**src/baseband_pkg.sv**
```systemverilog
package baseband_pkg;

  // ==========================================================
  // timing
  localparam int CLK_NS = 4;
  localparam logic [7:0] CLK_RATE_MHZ = 8'hFA;
  localparam logic [7:0] SAMPLE_RATE_MSPS = 8'h0C;
  localparam int CHIP_NS = 500;
  localparam int HALF_SYM_NS = 8000;
  localparam int RSSI_WIN_NS = 128000;
  localparam int CHIP_CYC = CHIP_NS / CLK_NS;
  localparam int HALF_SYM_CYC = HALF_SYM_NS / CLK_NS;
  localparam int RSSI_WIN_CYC = RSSI_WIN_NS / CLK_NS;

  // ==========================================================
  // chip and symbol framing
  localparam logic [2:0] SAMPLES_PER_CHIP = 3'h6;
  localparam logic [4:0] LAST_CHIP = 5'h1F;
  localparam logic [5:0] SYNC_SCORE = 6'h1E;
  localparam logic [3:0] PREAMBLE_SYM = 4'h0;
  localparam logic [31:0] SEQ_BASE = 32'hD9C3522E;
  localparam logic [31:0] ODD_CHIP_MASK = 32'h55555555;

  // ==========================================================
  // gain control and signal strength
  localparam logic [3:0] GAIN_RESET = 4'h8;
  localparam logic [3:0] GAIN_MAX = 4'hF;
  localparam logic [3:0] GAIN_MIN = 4'h0;
  localparam logic [15:0] AGC_HIGH_SUM = 16'h1800;
  localparam logic [15:0] AGC_LOW_SUM = 16'h0600;
  localparam int RSSI_LSB = 11;

  // ==========================================================
  // carriers and states
  typedef struct packed {
    logic signed [7:0] i;
    logic signed [7:0] q;
  } iq_sample_t;

  typedef struct packed {
    logic [5:0] lna;
    logic [5:0] filter;
    logic [5:0] modulation;
  } cal_word_t;

  typedef enum logic {
    ST_SEARCH = 1'b0,
    ST_LOCKED = 1'b1
  } rx_state_t;

  // reference chip sequence, first chip in the msb
  function automatic logic [31:0] spread_seq(input logic [3:0] sym);
    logic [63:0] dbl;
    logic [31:0] seq;
    dbl = {SEQ_BASE, SEQ_BASE} >> {sym[2:0], 2'b00};
    seq = dbl[31:0];
    if (sym[3]) begin
      seq = seq ^ ODD_CHIP_MASK;
    end
    return seq;
  endfunction

endpackage

```
**src/radio_digital_baseband.sv**
```systemverilog
// What this block does
// RULE_01: take receive converter samples at twelve million per second
// RULE_02: demodulate chips coherently, sync on the standard preamble
// RULE_03: before preamble, update receive gain every half symbol
// RULE_04: after preamble, freeze gain until the packet ends
// RULE_05: despread chips into 4-bit symbols, buffer, hand to the mac
// RULE_06: signal strength every eight symbols and at packet end
// RULE_07: channel busy when strength exceeds threshold, clear otherwise
// RULE_08: spread each 4-bit symbol into its 32-chip sequence
// RULE_09: transmit indicator high in transmit mode
// RULE_10: transmit indicator low in receive mode
// RULE_11: inverted indicator always the complement of the indicator
// RULE_12: indicator on port c line 5, inverse on line 6
// RULE_13: control and calibration words for lna, filter, modulator
// RULE_14: despread each block to the best correlating symbol
`timescale 1ns/1ps
`default_nettype none

module radio_digital_baseband #(
  parameter int RSSI_WIN_CYC = baseband_pkg::RSSI_WIN_CYC
) (
  // clock and reset
  input wire logic clk,
  input wire logic rst,
  // receive converter and gain
  input wire baseband_pkg::iq_sample_t adc_sample,
  output logic [3:0] rx_gain,
  // mac receive side
  input wire logic rx_packet_end,
  output logic rx_locked,
  output logic [3:0] rx_symbol,
  output logic rx_symbol_valid,
  output logic [7:0] rssi,
  output logic rssi_valid,
  input wire logic [7:0] cca_threshold,
  output logic cca_busy,
  // mac transmit side
  input wire logic tx_mode,
  input wire logic [3:0] tx_symbol,
  input wire logic tx_symbol_valid,
  output logic tx_symbol_ready,
  output logic tx_chip,
  output logic tx_chip_valid,
  // amplifier control and pins
  output logic tx_indicator,
  output logic transmit_indicator_inverted,
  input wire logic port_c5_alt_en,
  input wire logic port_c5_gpio,
  input wire logic port_c6_alt_en,
  input wire logic port_c6_gpio,
  output logic port_c_line_5,
  output logic port_c_line_6,
  // analog calibration
  input wire logic cal_write,
  input wire baseband_pkg::cal_word_t cal_in,
  output baseband_pkg::cal_word_t cal_out
);

  localparam int WIN_W = $clog2(RSSI_WIN_CYC + 1);

  baseband_pkg::iq_sample_t adc_s1_reg, adc_s2_reg;
  baseband_pkg::rx_state_t state_reg;
  logic [7:0] frac_reg;
  logic [8:0] frac_sum;
  logic sample_en_reg;
  logic [2:0] samp_cnt_reg;
  logic chip_par_reg, chip_step_reg;
  logic [31:0] chip_sr_reg;
  logic [4:0] chip_cnt_reg;
  logic [3:0] best_sym;
  logic [5:0] best_score;
  logic [7:0] mag;
  logic [10:0] half_cnt_reg;
  logic agc_tick;
  logic [15:0] agc_acc_reg;
  logic [WIN_W-1:0] win_cnt_reg;
  logic win_end;
  logic [23:0] rssi_acc_reg;
  logic [6:0] tx_cnt_reg;
  logic [31:0] tx_sr_reg;
  logic [4:0] tx_left_reg;
  logic tx_busy_reg;

  // ==========================================================
  // converter input sync and sample rate enable
  always_ff @(posedge clk) begin
    adc_s1_reg <= adc_sample;
    adc_s2_reg <= adc_s1_reg;
  end

  assign frac_sum = {1'b0, frac_reg} + {1'b0, baseband_pkg::SAMPLE_RATE_MSPS};

  always_ff @(posedge clk) begin
    if (rst) begin
      frac_reg <= 8'h00;
      sample_en_reg <= 1'b0;
    end else if (frac_sum >= {1'b0, baseband_pkg::CLK_RATE_MHZ}) begin // RULE_01
      frac_reg <= 8'(frac_sum - {1'b0, baseband_pkg::CLK_RATE_MHZ});
      sample_en_reg <= 1'b1;
    end else begin
      frac_reg <= frac_sum[7:0];
      sample_en_reg <= 1'b0;
    end
  end

  assign mag = adc_s2_reg.i[7] ? 8'(-adc_s2_reg.i) : 8'(adc_s2_reg.i);

  // ==========================================================
  // chip decisions, offset i and q
  always_ff @(posedge clk) begin
    if (rst) begin
      samp_cnt_reg <= 3'h0;
      chip_par_reg <= 1'b0;
      chip_step_reg <= 1'b0;
      chip_sr_reg <= 32'h00000000;
    end else begin
      chip_step_reg <= 1'b0;
      if (sample_en_reg) begin
        if (samp_cnt_reg == baseband_pkg::SAMPLES_PER_CHIP - 3'h1) begin
          samp_cnt_reg <= 3'h0;
        end else begin
          samp_cnt_reg <= samp_cnt_reg + 3'h1;
        end
        if (samp_cnt_reg == 3'h0) begin // RULE_02
          chip_par_reg <= ~chip_par_reg;
          chip_step_reg <= 1'b1;
          chip_sr_reg <= {chip_sr_reg[30:0],
                          chip_par_reg ? ~adc_s2_reg.q[7] : ~adc_s2_reg.i[7]};
        end
      end
    end
  end

  chip_correlator u_corr (
    .chips(chip_sr_reg),
    .best_sym(best_sym),
    .best_score(best_score)
  );

  // ==========================================================
  // preamble search, lock and symbol hand-off
  always_ff @(posedge clk) begin
    if (rst) begin
      state_reg <= baseband_pkg::ST_SEARCH;
      chip_cnt_reg <= 5'h00;
      rx_symbol <= 4'h0;
      rx_symbol_valid <= 1'b0;
    end else begin
      rx_symbol_valid <= 1'b0;
      unique case (state_reg)
        baseband_pkg::ST_SEARCH: begin
          if (chip_step_reg && best_sym == baseband_pkg::PREAMBLE_SYM &&
              best_score >= baseband_pkg::SYNC_SCORE) begin // RULE_02
            state_reg <= baseband_pkg::ST_LOCKED;
            chip_cnt_reg <= 5'h00;
          end
        end
        baseband_pkg::ST_LOCKED: begin
          if (rx_packet_end) begin
            state_reg <= baseband_pkg::ST_SEARCH;
          end else if (chip_step_reg) begin
            chip_cnt_reg <= chip_cnt_reg + 5'h01;
            if (chip_cnt_reg == baseband_pkg::LAST_CHIP) begin // RULE_05
              rx_symbol <= best_sym; // RULE_14
              rx_symbol_valid <= 1'b1;
            end
          end
        end
      endcase
    end
  end

  assign rx_locked = (state_reg == baseband_pkg::ST_LOCKED);

  // ==========================================================
  // gain control
  assign agc_tick = (half_cnt_reg == 11'(baseband_pkg::HALF_SYM_CYC - 1));

  always_ff @(posedge clk) begin
    if (rst) begin
      half_cnt_reg <= 11'h000;
      agc_acc_reg <= 16'h0000;
      rx_gain <= baseband_pkg::GAIN_RESET;
    end else begin
      half_cnt_reg <= agc_tick ? 11'h000 : half_cnt_reg + 11'h001;
      if (agc_tick) begin
        agc_acc_reg <= 16'h0000;
        if (!rx_locked) begin // RULE_03 RULE_04
          if (agc_acc_reg > baseband_pkg::AGC_HIGH_SUM && rx_gain != baseband_pkg::GAIN_MIN) begin
            rx_gain <= rx_gain - 4'h1;
          end else if (agc_acc_reg < baseband_pkg::AGC_LOW_SUM &&
                       rx_gain != baseband_pkg::GAIN_MAX) begin
            rx_gain <= rx_gain + 4'h1;
          end
        end
      end else if (sample_en_reg) begin
        agc_acc_reg <= agc_acc_reg + 16'(mag);
      end
    end
  end

  // ==========================================================
  // signal strength and channel assessment
  assign win_end = (win_cnt_reg == WIN_W'(RSSI_WIN_CYC - 1));

  always_ff @(posedge clk) begin
    if (rst) begin
      win_cnt_reg <= '0;
      rssi_acc_reg <= 24'h000000;
      rssi <= 8'h00;
      rssi_valid <= 1'b0;
      cca_busy <= 1'b0;
    end else begin
      rssi_valid <= 1'b0;
      win_cnt_reg <= (win_end || rx_packet_end) ? '0 : win_cnt_reg + WIN_W'(1);
      if (win_end || (rx_packet_end && rx_locked)) begin // RULE_06
        rssi <= rssi_acc_reg[baseband_pkg::RSSI_LSB +: 8];
        rssi_valid <= 1'b1;
        rssi_acc_reg <= 24'h000000;
      end else if (sample_en_reg) begin
        rssi_acc_reg <= rssi_acc_reg + 24'(mag);
      end
      cca_busy <= (rssi > cca_threshold); // RULE_07
    end
  end

  // ==========================================================
  // transmit spreading
  always_ff @(posedge clk) begin
    if (rst) begin
      tx_cnt_reg <= 7'h00;
      tx_sr_reg <= 32'h00000000;
      tx_left_reg <= 5'h00;
      tx_busy_reg <= 1'b0;
      tx_chip <= 1'b0;
      tx_chip_valid <= 1'b0;
      tx_symbol_ready <= 1'b0;
    end else begin
      tx_chip_valid <= 1'b0;
      tx_symbol_ready <= tx_mode && !tx_busy_reg && !tx_symbol_ready;
      if (tx_symbol_ready && tx_symbol_valid && tx_mode) begin
        tx_sr_reg <= baseband_pkg::spread_seq(tx_symbol); // RULE_08
        tx_left_reg <= baseband_pkg::LAST_CHIP;
        tx_busy_reg <= 1'b1;
        tx_cnt_reg <= 7'h00;
        tx_symbol_ready <= 1'b0;
      end else if (tx_busy_reg) begin
        if (tx_cnt_reg == 7'(baseband_pkg::CHIP_CYC - 1)) begin
          tx_cnt_reg <= 7'h00;
          tx_chip <= tx_sr_reg[31];
          tx_chip_valid <= 1'b1;
          tx_sr_reg <= {tx_sr_reg[30:0], 1'b0};
          tx_left_reg <= tx_left_reg - 5'h01;
          if (tx_left_reg == 5'h00) begin
            tx_busy_reg <= 1'b0;
          end
        end else begin
          tx_cnt_reg <= tx_cnt_reg + 7'h01;
        end
      end
    end
  end

  // ==========================================================
  // amplifier indicator and port c alternate functions
  always_ff @(posedge clk) begin
    if (rst) begin
      tx_indicator <= 1'b0;
      transmit_indicator_inverted <= 1'b1;
      port_c_line_5 <= 1'b0;
      port_c_line_6 <= 1'b0;
    end else begin
      tx_indicator <= tx_mode; // RULE_09 RULE_10
      transmit_indicator_inverted <= ~tx_mode; // RULE_11
      port_c_line_5 <= port_c5_alt_en ? tx_mode : port_c5_gpio; // RULE_12
      port_c_line_6 <= port_c6_alt_en ? ~tx_mode : port_c6_gpio; // RULE_12
    end
  end

  // ==========================================================
  // calibration words to the analog receive and modulator
  always_ff @(posedge clk) begin
    if (rst) begin
      cal_out <= '0;
    end else if (cal_write) begin
      cal_out <= cal_in; // RULE_13
    end
  end

  // ==========================================================
  // checks
  property p_sample_spacing;
    @(posedge clk) disable iff (rst) sample_en_reg |=> !sample_en_reg [*8];
  endproperty
  a_sample_spacing: assert property (p_sample_spacing) // RULE_01
    else $error("sample enable too frequent");

  property p_gain_only_on_tick;
    @(posedge clk) disable iff (rst) $changed(rx_gain) |-> $past(agc_tick) && !$past(rx_locked);
  endproperty
  a_gain_only_on_tick: assert property (p_gain_only_on_tick) // RULE_03
    else $error("gain moved off the half symbol tick");

  property p_gain_frozen;
    @(posedge clk) disable iff (rst) rx_locked && !rx_packet_end |=> $stable(rx_gain);
  endproperty
  a_gain_frozen: assert property (p_gain_frozen) // RULE_04
    else $error("gain moved while locked");

  property p_symbol_when_locked;
    @(posedge clk) disable iff (rst) rx_symbol_valid |-> $past(rx_locked) && $past(chip_step_reg);
  endproperty
  a_symbol_when_locked: assert property (p_symbol_when_locked) // RULE_05
    else $error("symbol delivered without lock");

  property p_rssi_cause;
    @(posedge clk) disable iff (rst) rssi_valid |-> $past(win_end) || $past(rx_packet_end);
  endproperty
  a_rssi_cause: assert property (p_rssi_cause) // RULE_06
    else $error("rssi report without window or packet end");

  property p_cca;
    @(posedge clk) disable iff (rst) ##1 cca_busy == ($past(rssi) > $past(cca_threshold));
  endproperty
  a_cca: assert property (p_cca) // RULE_07
    else $error("cca disagrees with rssi");

  property p_chip_period;
    @(posedge clk) disable iff (rst) tx_chip_valid |=> !tx_chip_valid [*8];
  endproperty
  a_chip_period: assert property (p_chip_period) // RULE_08
    else $error("chips too close together");

  property p_indicator;
    @(posedge clk) disable iff (rst) ##1 tx_indicator == $past(tx_mode);
  endproperty
  a_indicator: assert property (p_indicator) // RULE_09
    else $error("indicator does not follow transmit mode");

  property p_inverse;
    @(posedge clk) disable iff (rst) transmit_indicator_inverted == !tx_indicator;
  endproperty
  a_inverse: assert property (p_inverse) // RULE_11
    else $error("inverted indicator not complement");

  property p_port_c5;
    @(posedge clk) disable iff (rst) port_c5_alt_en ##1 1'b1 |-> port_c_line_5 == tx_indicator;
  endproperty
  a_port_c5: assert property (p_port_c5) // RULE_12
    else $error("port c line 5 not carrying indicator");

endmodule // radio_digital_baseband

`default_nettype wire

```
**src/chip_correlator.sv**
```systemverilog
`timescale 1ns/1ps
`default_nettype none

module chip_correlator (
  // chips, first in the msb
  input wire logic [31:0] chips,
  // best match
  output logic [3:0] best_sym,
  output logic [5:0] best_score
);

  logic [5:0] score [16];

  // ==========================================================
  // per symbol agreement count
  genvar g;
  generate
    for (g = 0; g < 16; g++) begin : g_ref
      logic [31:0] agree;
      assign agree = ~(chips ^ baseband_pkg::spread_seq(4'(g)));
      assign score[g] = 6'($countones(agree));
    end
  endgenerate

  // ==========================================================
  // pick the strongest match
  always_comb begin
    best_sym = 4'h0;
    best_score = score[0];
    for (int k = 1; k < 16; k++) begin
      if (score[k] > best_score) begin // RULE_14
        best_sym = 4'(k);
        best_score = score[k];
      end
    end
  end

endmodule // chip_correlator

`default_nettype wire

```
**config.mk**
```make
export PLATFORM = sky130hd
export DESIGN_NAME = radio_digital_baseband
export DESIGN_NICKNAME = d
export VERILOG_FILES = /design/src/baseband_pkg.sv /design/src/radio_digital_baseband.sv /design/src/chip_correlator.sv
export SDC_FILE = /design/constraint.sdc
export NUM_CORES = 1
export LEC_CHECK = 0
export BUFFER_PORTS_ARGS = -buffer_cell sky130_fd_sc_hd__buf_2
export CORE_UTILIZATION = 58
export CTS_CLUSTER_SIZE = 24
export DETAILED_ROUTE_END_ITERATION = 16
export PLACE_DENSITY = 0.75
export SLEW_MARGIN = 15
export SYNTH_ARGS = -nofsm -noshare
export SYNTH_HDL_FRONTEND = slang
export SYNTH_SLANG_ARGS = --single-unit
```
**constraint.sdc**
```tcl
create_clock -name clk -period 39 [get_ports clk]
set_input_delay 5.85 -clock clk [delete_from_list [all_inputs] [get_ports clk]]
set_output_delay 5.85 -clock clk [all_outputs]
set_load 0.02 [all_outputs]
```
==> results.md <==
- Status: finished clean
- Worst-Margin Slew: 0.984 ns
- FP Rows: 79
- Clock Latency Late Sink: 0.50 ns
- Crit Reg-Reg Startpoint: chip_sr_reg[22]
- Filler Cell Count: 3968
- Initial core utilization: 59.0%
- Vias in the first global route: 21500
- Post-synthesis cell area: 27500 sq um
- Area leader, netlist: fa_1
- Critical-path top delay cell: ha_1
- Largest net degree at the start of global routing: 68
- WS Path Type: reg2reg
- Library cells used by synthesis: 111
- Worst-path maximum fanout: 19
- CTS max path bufs: 3
- Final #Nets: 3737
- Top post-synthesis cells by area: fa_1 26%, dfxtp_1 16%, ha_1 14%
- Crit path capture type: flop
- Antenna viol nets, final: 0
- CTS Hold Bufs: 0
- Clk slew on worst S/H paths: 0.06 ns
- Crit Reg-Reg Endpoint: rx_locked
- Syn_area_per_cell: 9.23 sq um
- Share of layout cells above drive strength 1: 6.76%
- WL final: 71900 um
- R2r worst-path depth: 131
- Placed Instance Area: 28400 sq um
- Final Util: 62.4%
- WP data required: 39.36 ns
- Post-synthesis mux area share: 4.17%
- PwrDens: 28.0 nW/um^2
- Post-synth EDFFs: 0
- All-Layer GR Usage: 30.5%
- Area occupied by registers: 4380 sq um
- Syn Nets: 3700
- Compound-Gate Fraction of Synth Area: 13.5%
- Worst slack at placement: 3.25 ns
- CTS tree: yes
- Multi-input logic area: 21300 sq um
- Final setup viols: 0
- Setup Fix Bufs, Post-CTS: 0
- Total number of yosys warnings: 0
- Grt total ovfl: 0
- Die ar.: 48300 sq um
- Synth Area in Simple Gates: 12.9%
- # port buffers: 93
- Most frequent cell after synthesis: inv_1
- Number of max-cap violations: 0
- Post-route cell area: 29100 sq um
- Placed insts: 3605
- Gates resized, CTS repair: 0
- Part of the Yosys area used for sequential elements: 15.9%
- Top FF cell, synth: dfxtp_1
- ANT cells: 0
- Critical path's largest stage delay: 0.76 ns
- FF+latch count, synth: 219
- Max Clock Skew: 0.00901 ns
- Hold path startpoint: adc_s1_reg[12]
- Period utilization: 93.1%
- Min cycle time layout: 36.32 ns
- Max Clk Rate: 27.5 MHz
- PnR Total Power: 816 uW
- Synth Area in Adders: 39.9%
- Initial antenna violation count: 1
- Core area: 46700 sq um
- Fin cells: 3638
- GPL Wtd Cong: 1.06
- DP HPWL: 60600 um
- Layout Area Growth over Synthesis: 5.72%
- Initial DRC count: 1358
- Drt pass-1 iters: 6
- Final Hold Fails: 0
- RSZ-0062 raised after global routing: false
- Die X: 220 um
- Worst hold endpoint: adc_s2_reg[12]
- Clk sink count: 219
- Synth cell count leaders: 396 x inv_1, 353 x fa_1, 308 x ha_1, 254 x nand2_1, 242 x nor2_1
- Wire length per cell: 19.8 um
- DRC viols: 0
- Synth Area in XOR/XNOR: 6.87%
- Final Max Tran Viols: 0
- Via count: 21300
- Largest family of logic cells by synthesized area: adder cells
- CTS root buffer: clkbuf_16
- Slew Limit Headroom: 33.8%
- Crit path DAT: 36.68 ns
- Chip height: 220 um
- Synth Instances: 2983
- Final hold slack: 0.325 ns
- First-pass GRT wire length: 115000 um
- Crit start category: flop
- Vias per std cell: 5.84
- Min-delay worst type: reg2reg
- Htree depth: 1
- Top-Level Pins: 101
- Hold Crit Depth: 0
- Crit path top cell by count: ha_1
- Reg-to-reg setup timing slack: 2.68 ns
- FFs w/ async S/R, synth: 0%
- Worst vdd ir: 0.000140 V
- Yosys top cell area share: 25.7%
- Pleak: 13.4 nW
- Final WS setup: 2.68 ns
- CTS Buf Count: 20
- Fin Setup TNS: 0 ns
==> kinds of logic after synthesis <==
kind of cell	count (synthesis)
xor gates and xnor gates	215
and+or+nand+nor	757
adders and majority gates	666
muxes	109
buffers and inverters	484
AOI/OAI and AO/OA	533
DFF	219
==> metal layers <==
metal	GRT usage, %	part of all wire [%]
met1	39.1	42
met2	53.9	50
met3	2.82	4.7
met4	10.2	3.2
met5	0	0
==> worst max path at each step <==
stage,endpoint,cells past startpoint,slack [ns],from
2_1_floorplan,chip_cnt_reg[1],139,8.38,chip_sr_reg[6]
3_3_place_gp,rx_locked,129,4.01,chip_sr_reg[22]
3_5_place_dp,rx_locked,131,3.25,chip_sr_reg[23]
4_1_cts,chip_cnt_reg[0],131,3.12,chip_sr_reg[22]
5_1_grt,rx_locked,131,0.32,chip_sr_reg[6]
6_report,rx_locked,131,2.68,chip_sr_reg[22]
==> critical path: cells and delay by family (launching register included) <==
family	cells	cell delay [ns]
adder cells (fa/ha/maj)	25	9.52
buffers and inverters	8	1.56
AND/OR/NAND/NOR	37	8.08
AO/OA/AOI/OAI	54	14.02
flip-flops	1	0.54
XOR/XNOR	1	0.34
multiplexers	6	2.08
==> final cells by class <==
type                    count  area share, %
well taps                 607           2.61
clock inverters             7          0.305
multi-input cells        2280           73.1
flip-flops and latches    219           15.1
repair buffers            102           1.84
clock buffers              26           1.97
inverters                 397           5.12
==> layout by cell type, fill, tap and decap left out, types with 6 or more instances in the layout <==
cell type	count
nand4_1	20
a21o_1	79
nor2_1	242
ha_1	308
xnor2_1	138
and3_1	23
or4_1	8
dfxtp_1	219
nand2_1	253
and2_1	9
a211oi_1	24
nor3_1	29
o211ai_1	9
or2_2	6
nor4_1	15
o211a_1	6
a31oi_1	18
a21oi_1	155
o31ai_1	9
mux2_2	15
inv_1	396
nand2b_1	13
nor2b_1	25
nor3b_1	6
a2111oi_0	6
a311oi_1	31
xor2_1	76
mux2i_1	86
clkbuf_16	21
or3_1	12
a211o_1	7
o21ai_1	9
nand3_1	56
fa_1	353
buf_2	92
o21a_1	16
buf_4	10
o21ai_0	72
o22ai_1	10
==> power by group <==
part / internal [mW] / switching (mW) / total [mW]
logic: 0.150 / 0.234 / 0.383
registers: 0.228 / 0.00358 / 0.232
clock network: 0.117 / 0.0840 / 0.201
No activity file was read; power rests on OpenSTA's default activity.
